===== config.mk =====
export PLATFORM = sky130hd
export DESIGN_NAME = processor_init_sequencer
export DESIGN_NICKNAME = d
export VERILOG_FILES = /design/src/pis_pkg.sv /design/src/processor_init_sequencer.sv /design/src/pis_self_test.sv
export SDC_FILE = /design/constraint.sdc
export NUM_CORES = 1
export LEC_CHECK = 0
export BUFFER_PORTS_ARGS = -buffer_cell sky130_fd_sc_hd__buf_4
export CAP_MARGIN = 15
export CORE_AREA = 2 2 199 201
export DETAILED_ROUTE_END_ITERATION = 10
export DIE_AREA = 0 0 201 203
export PLACE_DENSITY = 0.42
export SLEW_MARGIN = 25
export SYNTH_ARGS = -nofsm -noshare
export SYNTH_HDL_FRONTEND = slang
export SYNTH_HIERARCHICAL = 1
export SYNTH_SLANG_ARGS = --single-unit

===== constraint.sdc =====
create_clock -name mclk -period 2.25 [get_ports mclk]
set_clock_uncertainty 0.05 [all_clocks]
set_input_delay 0.3375 -clock mclk [delete_from_list [all_inputs] [get_ports mclk]]
set_output_delay 0.3375 -clock mclk [all_outputs]
set_load 0.01 [all_outputs]

===== src/pis_pkg.sv =====
// Package for the processor init sequencer: states, start values, timings.
// Assumes a single core clock domain at 10 MHz.
package pis_pkg;

   // ------------------------------------------------------------
   // Sequencer states
   // ------------------------------------------------------------
   typedef enum logic [2:0] {
      PIS_HARD_HOLD,
      PIS_SELF_TEST,
      PIS_SOFT_HOLD,
      PIS_RUN
   } pis_state_t;

   // ------------------------------------------------------------
   // Timing
   // ------------------------------------------------------------
   localparam int CLK_PERIOD_NS      = 100;
   localparam int SOFT_HOLD_NS       = 400;
   localparam int SOFT_HOLD_CYC      = (SOFT_HOLD_NS + CLK_PERIOD_NS - 1) / CLK_PERIOD_NS;
   localparam int SELF_TEST_CYC_DEF  = 3000000;

   // ------------------------------------------------------------
   // Start values of the architectural state
   // ------------------------------------------------------------
   localparam logic [63:0] CTRL0_HARD_RESET   = 64'h0000_0000_6000_0010;
   localparam int          CTRL0_CD_BIT       = 30;
   localparam int          CTRL0_NW_BIT       = 29;
   localparam logic [63:0] FLAGS_RESET        = 64'h0000_0000_0000_0002;
   localparam logic [63:0] IP_RESET           = 64'h0000_0000_0000_fff0;
   localparam logic [15:0] CODE_SEL_RESET     = 16'hf000;
   localparam logic [63:0] CODE_BASE_RESET    = 64'h0000_0000_ffff_0000;
   localparam logic [31:0] SEG_LIMIT_RESET    = 32'h0000_ffff;
   localparam logic [15:0] FP_CTRL_RESET      = 16'h0040;
   localparam logic [15:0] FP_TAG_RESET       = 16'h5555;
   localparam logic [31:0] MEDIA_CSR_RESET    = 32'h0000_1f80;
   localparam logic [63:0] ACC_CLEAR          = 64'h0000_0000_0000_0000;
   localparam logic [63:0] ACC_FAIL           = 64'h0000_0000_0000_0001;
   localparam logic [63:0] DATA_ID_DEF        = 64'h0000_0000_0000_0a5a;

endpackage


===== src/processor_init_sequencer.sv =====
// Processor init sequencer: hard and soft initialization, optional self-test,
// start state of the architectural registers and the fetch enable.
// Assumes a power-on clear pin and soft-init pulses from the interrupt unit.
`timescale 1ns/1ps
module processor_init_sequencer
#(
   parameter int          N_ARRAYS     = 4,
   parameter int          SELF_TEST_CYC = pis_pkg::SELF_TEST_CYC_DEF,
   // Arbitrary value, stands for the family/model/stepping code
   parameter logic [63:0] DATA_ID      = pis_pkg::DATA_ID_DEF
)
(
   input  wire logic                mclk,
   input  wire logic                rst_n,
   input  wire logic                power_on_clear_n,
   input  wire logic                soft_init_ipi,
   input  wire logic                self_test_enable,
   input  wire logic [N_ARRAYS-1:0] array_fault,
   output pis_pkg::pis_state_t      state,
   output logic                     fetch_enable,
   output logic                     real_mode,
   output logic                     init_busy,
   output logic                     self_test_busy,
   output logic [63:0]              ctrl0,
   output logic [63:0]              flags,
   output logic [63:0]              instr_ptr,
   output logic [15:0]              code_sel,
   output logic [63:0]              code_base,
   output logic [31:0]              seg_limit,
   output logic [63:0]              accumulator_register,
   output logic [63:0]              data_register,
   output logic [15:0]              fp_ctrl,
   output logic [15:0]              fp_tag,
   output logic [31:0]              media_csr,
   output logic                     tsc_clear
);
   import pis_pkg::*;

   localparam int HW = $clog2(SOFT_HOLD_CYC + 1);

   // ------------------------------------------------------------
   // Pin synchronisers
   // ------------------------------------------------------------
   logic poc_meta, poc_sync, ste_meta, ste_sync;

   always_ff @(posedge mclk or negedge rst_n)
   begin
      if (!rst_n)
      begin
         // Clear counts as asserted in reset, so no fetch slips out before the pin is seen
         poc_meta <= 1'b1;
         poc_sync <= 1'b1;
         ste_meta <= 1'b0;
         ste_sync <= 1'b0;
      end
      else
      begin
         poc_meta <= ~power_on_clear_n;
         poc_sync <= poc_meta;
         ste_meta <= self_test_enable;
         ste_sync <= ste_meta;
      end
   end

   // ------------------------------------------------------------
   // Sequencer
   // ------------------------------------------------------------
   pis_state_t    next_state;
   logic [HW-1:0] hold;
   logic [HW-1:0] next_hold;
   logic          st_start;
   logic          st_done;
   logic          st_failed;
   logic          hard_load;
   logic          soft_load;

   pis_self_test
   #(
      .N_ARRAYS (N_ARRAYS),
      .TEST_CYC (SELF_TEST_CYC)
   )
   u_self_test
   (
      .mclk        (mclk),
      .rst_n       (rst_n),
      .start       (st_start),
      .array_fault (array_fault),
      .busy        (self_test_busy),
      .done        (st_done),
      .failed      (st_failed)
   );

   always_comb
   begin
      next_state = state;
      next_hold  = hold;
      st_start   = 1'b0;
      hard_load  = 1'b0;
      soft_load  = 1'b0;
      if (poc_sync)
      begin
         next_state = PIS_HARD_HOLD;
         hard_load  = 1'b1;
      end
      else
      begin
         unique case (state)
            PIS_HARD_HOLD:
            begin
               if (ste_sync)
               begin
                  next_state = PIS_SELF_TEST;
                  st_start   = 1'b1;
               end
               else
               begin
                  next_state = PIS_RUN;
               end
            end
            PIS_SELF_TEST:
            begin
               if (st_done)
               begin
                  next_state = PIS_RUN;
               end
            end
            PIS_SOFT_HOLD:
            begin
               if (hold == '0)
               begin
                  next_state = PIS_RUN;
               end
               else
               begin
                  next_hold = hold - HW'(1);
               end
            end
            PIS_RUN:
            begin
               next_state = PIS_RUN;
            end
         endcase
         // Soft init from any state but PIS_SELF_TEST after power-up; restarts a hold in progress
         if (soft_init_ipi && state != PIS_SELF_TEST)
         begin
            next_state = PIS_SOFT_HOLD;
            next_hold  = HW'(SOFT_HOLD_CYC - 1);
            soft_load  = 1'b1;
            st_start   = 1'b0;
         end
      end
   end

   always_ff @(posedge mclk or negedge rst_n)
   begin
      if (!rst_n)
      begin
         state <= PIS_HARD_HOLD;
         hold  <= '0;
      end
      else
      begin
         state <= next_state;
         hold  <= next_hold;
      end
   end

   always_comb
   begin
      fetch_enable = (state == PIS_RUN) && !poc_sync;
      init_busy    = (state != PIS_RUN);
   end

   // ------------------------------------------------------------
   // Architectural start state
   // ------------------------------------------------------------
   logic [63:0] next_ctrl0, next_flags, next_ip, next_base, next_acc, next_data;
   logic [15:0] next_sel, next_fpc, next_fpt;
   logic [31:0] next_limit, next_mcsr;
   logic        next_real, next_tsc;

   always_comb
   begin
      next_ctrl0 = ctrl0;
      next_flags = flags;
      next_ip    = instr_ptr;
      next_sel   = code_sel;
      next_base  = code_base;
      next_limit = seg_limit;
      next_acc   = accumulator_register;
      next_data  = data_register;
      next_fpc   = fp_ctrl;
      next_fpt   = fp_tag;
      next_mcsr  = media_csr;
      next_real  = real_mode;
      next_tsc   = 1'b0;
      if (hard_load || soft_load)
      begin
         // Shared values on both routes
         next_real  = 1'b1;
         next_flags = FLAGS_RESET;
         next_ip    = IP_RESET;
         next_sel   = CODE_SEL_RESET;
         next_base  = CODE_BASE_RESET;
         next_limit = SEG_LIMIT_RESET;
         next_acc   = ACC_CLEAR;
         next_data  = DATA_ID;
      end
      if (hard_load)
      begin
         next_ctrl0 = CTRL0_HARD_RESET;
         next_fpc   = FP_CTRL_RESET;
         next_fpt   = FP_TAG_RESET;
         next_mcsr  = MEDIA_CSR_RESET;
         next_tsc   = 1'b1;
      end
      else if (soft_load)
      begin
         // Cache disable bits and the floating/media state survive soft init
         next_ctrl0 = CTRL0_HARD_RESET & ~(64'h1 << CTRL0_CD_BIT) & ~(64'h1 << CTRL0_NW_BIT)
                    | (ctrl0 & ((64'h1 << CTRL0_CD_BIT) | (64'h1 << CTRL0_NW_BIT)));
      end
      if (st_done && state == PIS_SELF_TEST && !hard_load)
      begin
         next_acc = st_failed ? ACC_FAIL : ACC_CLEAR;
      end
   end

   always_ff @(posedge mclk or negedge rst_n)
   begin
      if (!rst_n)
      begin
         ctrl0                <= CTRL0_HARD_RESET;
         flags                <= FLAGS_RESET;
         instr_ptr            <= IP_RESET;
         code_sel             <= CODE_SEL_RESET;
         code_base            <= CODE_BASE_RESET;
         seg_limit            <= SEG_LIMIT_RESET;
         accumulator_register <= ACC_CLEAR;
         data_register        <= DATA_ID;
         fp_ctrl              <= FP_CTRL_RESET;
         fp_tag               <= FP_TAG_RESET;
         media_csr            <= MEDIA_CSR_RESET;
         real_mode            <= 1'b1;
         tsc_clear            <= 1'b1;
      end
      else
      begin
         ctrl0                <= next_ctrl0;
         flags                <= next_flags;
         instr_ptr            <= next_ip;
         code_sel             <= next_sel;
         code_base            <= next_base;
         seg_limit            <= next_limit;
         accumulator_register <= next_acc;
         data_register        <= next_data;
         fp_ctrl              <= next_fpc;
         fp_tag               <= next_fpt;
         media_csr            <= next_mcsr;
         real_mode            <= next_real;
         tsc_clear            <= next_tsc;
      end
   end
endmodule


===== src/pis_self_test.sv =====
// Self-test engine: counts a test run and gathers array fault flags.
// Assumes fault flags come from logic on the same clock.
`timescale 1ns/1ps
module pis_self_test
#(
   parameter int N_ARRAYS = 4,
   parameter int TEST_CYC = 3000000
)
(
   input  wire logic                mclk,
   input  wire logic                rst_n,
   input  wire logic                start,
   input  wire logic [N_ARRAYS-1:0] array_fault,
   output logic                     busy,
   output logic                     done,
   output logic                     failed
);
   import pis_pkg::*;

   localparam int CW = $clog2(TEST_CYC + 1);

   logic [CW-1:0]       count;
   logic [CW-1:0]       next_count;
   logic [N_ARRAYS-1:0] seen;
   logic [N_ARRAYS-1:0] next_seen;
   logic                next_busy;
   logic                next_done;
   logic                next_failed;

   // ------------------------------------------------------------
   // Per-array sticky fault capture
   // ------------------------------------------------------------
   genvar g;
   generate
      for (g = 0; g < N_ARRAYS; g++)
      begin : g_arr
         always_comb
         begin
            next_seen[g] = start ? 1'b0 : (seen[g] | (busy & array_fault[g]));
         end
      end
   endgenerate

   always_comb
   begin
      next_count  = count;
      next_busy   = busy;
      next_done   = 1'b0;
      next_failed = failed;
      if (start)
      begin
         next_count  = CW'(TEST_CYC - 1);
         next_busy   = 1'b1;
         next_failed = 1'b0;
      end
      else if (busy)
      begin
         if (count == '0)
         begin
            next_busy   = 1'b0;
            next_done   = 1'b1;
            next_failed = |next_seen;
         end
         else
         begin
            next_count = count - CW'(1);
         end
      end
   end

   always_ff @(posedge mclk or negedge rst_n)
   begin
      if (!rst_n)
      begin
         count  <= '0;
         seen   <= '0;
         busy   <= 1'b0;
         done   <= 1'b0;
         failed <= 1'b0;
      end
      else
      begin
         count  <= next_count;
         seen   <= next_seen;
         busy   <= next_busy;
         done   <= next_done;
         failed <= next_failed;
      end
   end
endmodule


== Word-level counts from Yosys, hierarchy flattened ==
Cells that the tools add are included.
Word-level totals
  flip-flop bits (word level): 168
  output and inout port bits: 504
  input bits: 9
Operators by class
  reduce and logical (&&, ||, !) cells: 20
  bitwise operators: 10
  eq/ne operators: 9
  add/subtract/negate cells: 2
  multiplexer cells: 38
Operator list (count)
  two-way mux 64 bit: 4
  two-way mux 22 bit: 3
  logical NOT 22 bit: 1
  two-way mux 1 bit: 22
  subtractor 22 x 1 -> 22 bit, second input constant: 1
  two-way mux 3 bit: 7
  case mux 3 bit (4 select lines): 1
  nonzero test 2 bit: 5
  equality test 3 x 2 -> 1 bit, second input constant: 2
  logical NOT 3 bit: 2
  AND reduction 2 bit: 3
  AND 1 bit: 4
  logical AND 1 bit: 4
  != test 2 x 1 -> 1 bit, second input constant: 2
  != test 4 x 3 -> 1 bit, second input constant: 1
  != test 4 bit, second input constant: 1
  OR 1 bit: 4
  OR reduction 4 bit: 1
  equality test 3 x 1 -> 1 bit, second input constant: 1
  != test 3 x 1 -> 1 bit, second input constant: 1
  != test 3 x 2 -> 1 bit, second input constant: 1
  AND reduction 3 bit: 1
  subtractor 3 x 1 -> 3 bit, second input constant: 1
  logical NOT 1 bit: 2
  other kinds (3): 4

== Logic depth before layout (Yosys ltp) ==
  word-level depth: 9
  depth in mapped cells: 8

== Cells and area by module ==
Netlist, hierarchy kept.
Modules (own cells, without submodules)
  processor_init_sequencer: cells an instance 537, sequential area each 279.0 um^2, times used 1, area each 4205.3 um^2
  pis_self_test: cells an instance 160, sequential area each 725.7 um^2, times used 1, area each 1601.5 um^2

== Least setup slack after synthesis ==
OpenSTA, ideal clock, no wires.
  kind: register -> register
  from: register u_self_test.count[0]
  to: register u_self_test.count[9]
  library setup time: 0.132 ns
  stages on the path, launching flop included: 9
  data arrival time: 1.820 ns
  buffers on the path: 1
  required time: 2.068 ns
  slack: 0.249 ns
  clock period less this slack: 2.001 ns
  path through: dfrtp_1 > inv_1 > ha_1 > nor4b_4 > nand3_1 > o21ai_4 > buf_6 > nor3_2 > or3b_1
Between the ends
  longest elaborated chain between the ends: 4
  elaborated cells between the ends (all ways): 7
Ends and longest elaborated chain
  start, declared: line pis_self_test.sv:22  | logic [CW-1:0] count;
  start signal, assigned: line pis_self_test.sv:83  | count <= next_count;
  subtractor 22 x 1 -> 22 bit: line pis_self_test.sv:66  | next_count = count - CW'(1);
  two-way mux 22 bit: line pis_self_test.sv:58  | if (count == '0)
  two-way mux 22 bit: line pis_self_test.sv:56  | else if (busy)
  two-way mux 22 bit: line pis_self_test.sv:50  | if (start)
Parallel ways exist; a longest one is shown, timed or not. The select of a mux whose other input is x is not followed.
A chain may end at the register's enable or synchronous reset.

== Final worst setup path ==
Same ends and word-level chain as after synthesis.

==> flow_summary.json <==
{
  "outcome": "finished with violations",
  "violations": "negative hold slack",
  "routedWlPerCell_um": 5.994,
  "hold_buffers": 0,
  "holdWs_ns": -0.002053,
  "tritoncts": "built",
  "drc_errors": 0,
  "die-area_mm2": 0.04080,
  "arrival_ns": 2.24,
  "required_ns": 2.36,
  "grt_pass1_vias": 1737,
  "vdd_ir_drop_max_uv": 277.9,
  "core-area_mm2": 0.03847,
  "cts_buffers": 5,
  "grt_max_degree": 41,
  "cp_max_fo": 6,
  "ios": 513,
  "total_power_mw": 2.331,
  "r2r-start": "u_self_test/count[0]$_DFFE_PN0P_",
  "clk_pin_slew_ns": 0.06,
  "dp_hpwl_mm": 6.161,
  "routed.top_layer": "met4",
  "startpoint_type": "flip-flop",
  "finalHoldViolations": 12,
  "rsz0062_at_grt": "yes",
  "dr.first_iter.drc_count": 50,
  "clkSinkCount": 40,
  "cts_buffer_depth": 2,
  "diodes": 0,
  "num_rows": 72,
  "met2_length_mm": 3.837,
  "portBuffers": 15,
  "nets": 738,
  "period_needed_ns": 2.136,
  "drv_cap": 0,
  "max_freq_mhz": 468.1,
  "worstSkewPairLatency_ns": 0.28,
  "antenna_found_initial": 0,
  "layout_common_cells": "conb_1 (497), dfrtp_1 (37), buf_4 (29)",
  "wirelength_mm": 7.463,
  "vias": 2790,
  "h-tree-depth": 2,
  "worstMarginPinSlew_ns": 0.5392,
  "synthTopCellsByArea": "buf_4 (64%), dfrtp_1 (16%), nor2_1 (1.5%), dfstp_2 (1.4%), a21oi_1 (1.2%)",
  "slew_violations": 0,
  "syn_area_mm2": 0.005807,
  "p_leak_nw": 2.598,
  "synth_cells": 697,
  "grt_overflow": 0,
  "cts-resized-gates": 0,
  "slew_headroom_pct": 64.05,
  "cp-startpoint": "u_self_test/count[0]$_DFFE_PN0P_",
  "hp-class": "primary input to async pin",
  "drive_above_1_share_pct": 7.978,
  "place_worst_setup_slack_ns": 0.1289,
  "die_w_um": 201,
  "start_util_pct": 15.10,
  "area_delta_synth_final_pct": -15.38,
  "ys_async_sr_fraction_pct": 100.0,
  "wl_met3_um": 929,
  "criticalPathCategory": "flip-flop to flip-flop",
  "grt_pass1_wl_mm": 9.066,
  "timing.final.crit_share_pct": 94.94,
  "final_common_cell": "conb_1",
  "ys_ff_latch": 40,
  "cp-end-kind": "flip-flop",
  "postSynthAreaPerCell_um2": 8.331,
  "yosysWarnings": 6,
  "num-fill-cells": 4433,
  "ys.flop_type": "dfrtp_1",
  "powerDensity_mw_per_mm2": 474.4,
  "setup_ws_ns": 0.1139,
  "grt_use_total_pct": 2.710,
  "ys_seq_area_share_pct": 17.30,
  "via_per_inst": 2.241,
  "synth_edf_count": 0,
  "die_h_um": 203,
  "drt_pass1_iterations": 4,
  "wl_met1_mm": 2.631,
  "netlist.area_leader.share_pct": 64.38,
  "gp_congestion": 0.7250,
  "synth_largest_area_cell": "buf_4",
  "root_buffer": "clkbuf_16",
  "ant_nets": 0,
  "cts_setup_buffers": 0,
  "ys_types": 54,
  "setup_violations": 0
}
[synthesized netlist by cell type, drive strengths merged, types with 4 or more instances]
master / number
nor4: 7
nor2b: 5
nand4: 4
o21ai: 9
buf: 499
dfrtp: 37
nor3: 10
mux2i: 5
or3: 4
a21oi: 14
nand2: 10
inv: 10
a211oi: 5
nor2: 23
nand2b: 7
xnor2: 6
[per-stage QoR]
step	instances	TNS [ns]	area, µm²	utilization [%]
2_1_floorplan	1192	0	7665	-
3_3_place_gp	1234	0	4753	12.36
3_5_place_dp	1234	0	4753	12.36
4_1_cts	1242	0	4891	12.71
5_1_grt	1245	-0.006002	4913	12.77
6_report	1245	0	4913	12.77
[layer usage]
layer / track usage, % / up-vias
met5: 0 / -
met4: 0.9524 / 0
met3: 0.5778 / 5
met2: 4.634 / 257
met1: 3.357 / 1257
li1: - / 1271
[where the power goes]
group	total (mW)	switching, mW	internal, mW
clock	0.688	0.278	0.410
combinational	0.690	0.532	0.157
sequential	0.953	0.136	0.817
total	2.33	0.946	1.38
[area by class of cell]
cell class	instances	area [µm²]	area share, %
clock buffer	7	132.6	2.699
clock inverter	1	5.005	0.1019
inverter	10	37.54	0.7639
multi-input combinational	640	2868	58.37
sequential	40	1005	20.45
tap	518	648.1	13.19
timing repair buffer	29	217.7	4.431
[state kept, by name, summed over array words and instances, names as in the netlist]
signal	count
u_self_test/busy	1
poc_sync	1
poc_meta	1
ste_sync	1
state	2
u_self_test/done	1
u_self_test/count	22
tsc_clear	1
u_self_test/seen	4
u_self_test/failed	1
ste_meta	1
accumulator_register	1
hold	3
[worst max-delay path, cell delays in order (launching register included)]
cell	delay [ns]
dfrtp_1	0.39
inv_1	0.10
ha_1	0.21
nor4b_4	0.33
nand3_1	0.18
o21ai_4	0.25
buf_4	0.14
nor3_2	0.03
or3b_1	0.34
[worst paths after layout]
kind / depth (start not counted) / to / slack [ns]
max: 8 / u_self_test/count[9]$_DFFE_PN0P_ / 0.11
min: 1 / u_self_test/count[15]$_DFFE_PN0P_ / -0.002
max in group asynchronous: 1 / poc_sync$_DFF_PN1_ / 1.79
min in group mclk: 2 / poc_meta$_DFF_PN1_ / 0.11
max reg2reg: 8 / u_self_test/count[9]$_DFFE_PN0P_ / 0.11
min reg2reg: 0 / ste_sync$_DFF_PN0_ / 0.30
[logic make-up (layout without fill, tap and decap cells)]
kind of cell,count (synthesis),in the layout,synth area share [%]
adders and majority gates,3,3,0.6465
other,2,497,0.1293
xor gates and xnor gates,7,7,1.056
and+or+nand+nor,89,89,10.02
muxes,6,6,1.056
buffers and inverters,512,47,65.42
AOI/OAI and AO/OA,38,38,4.374
DFF,40,40,17.30
No activity file was read; power rests on OpenSTA's default activity.
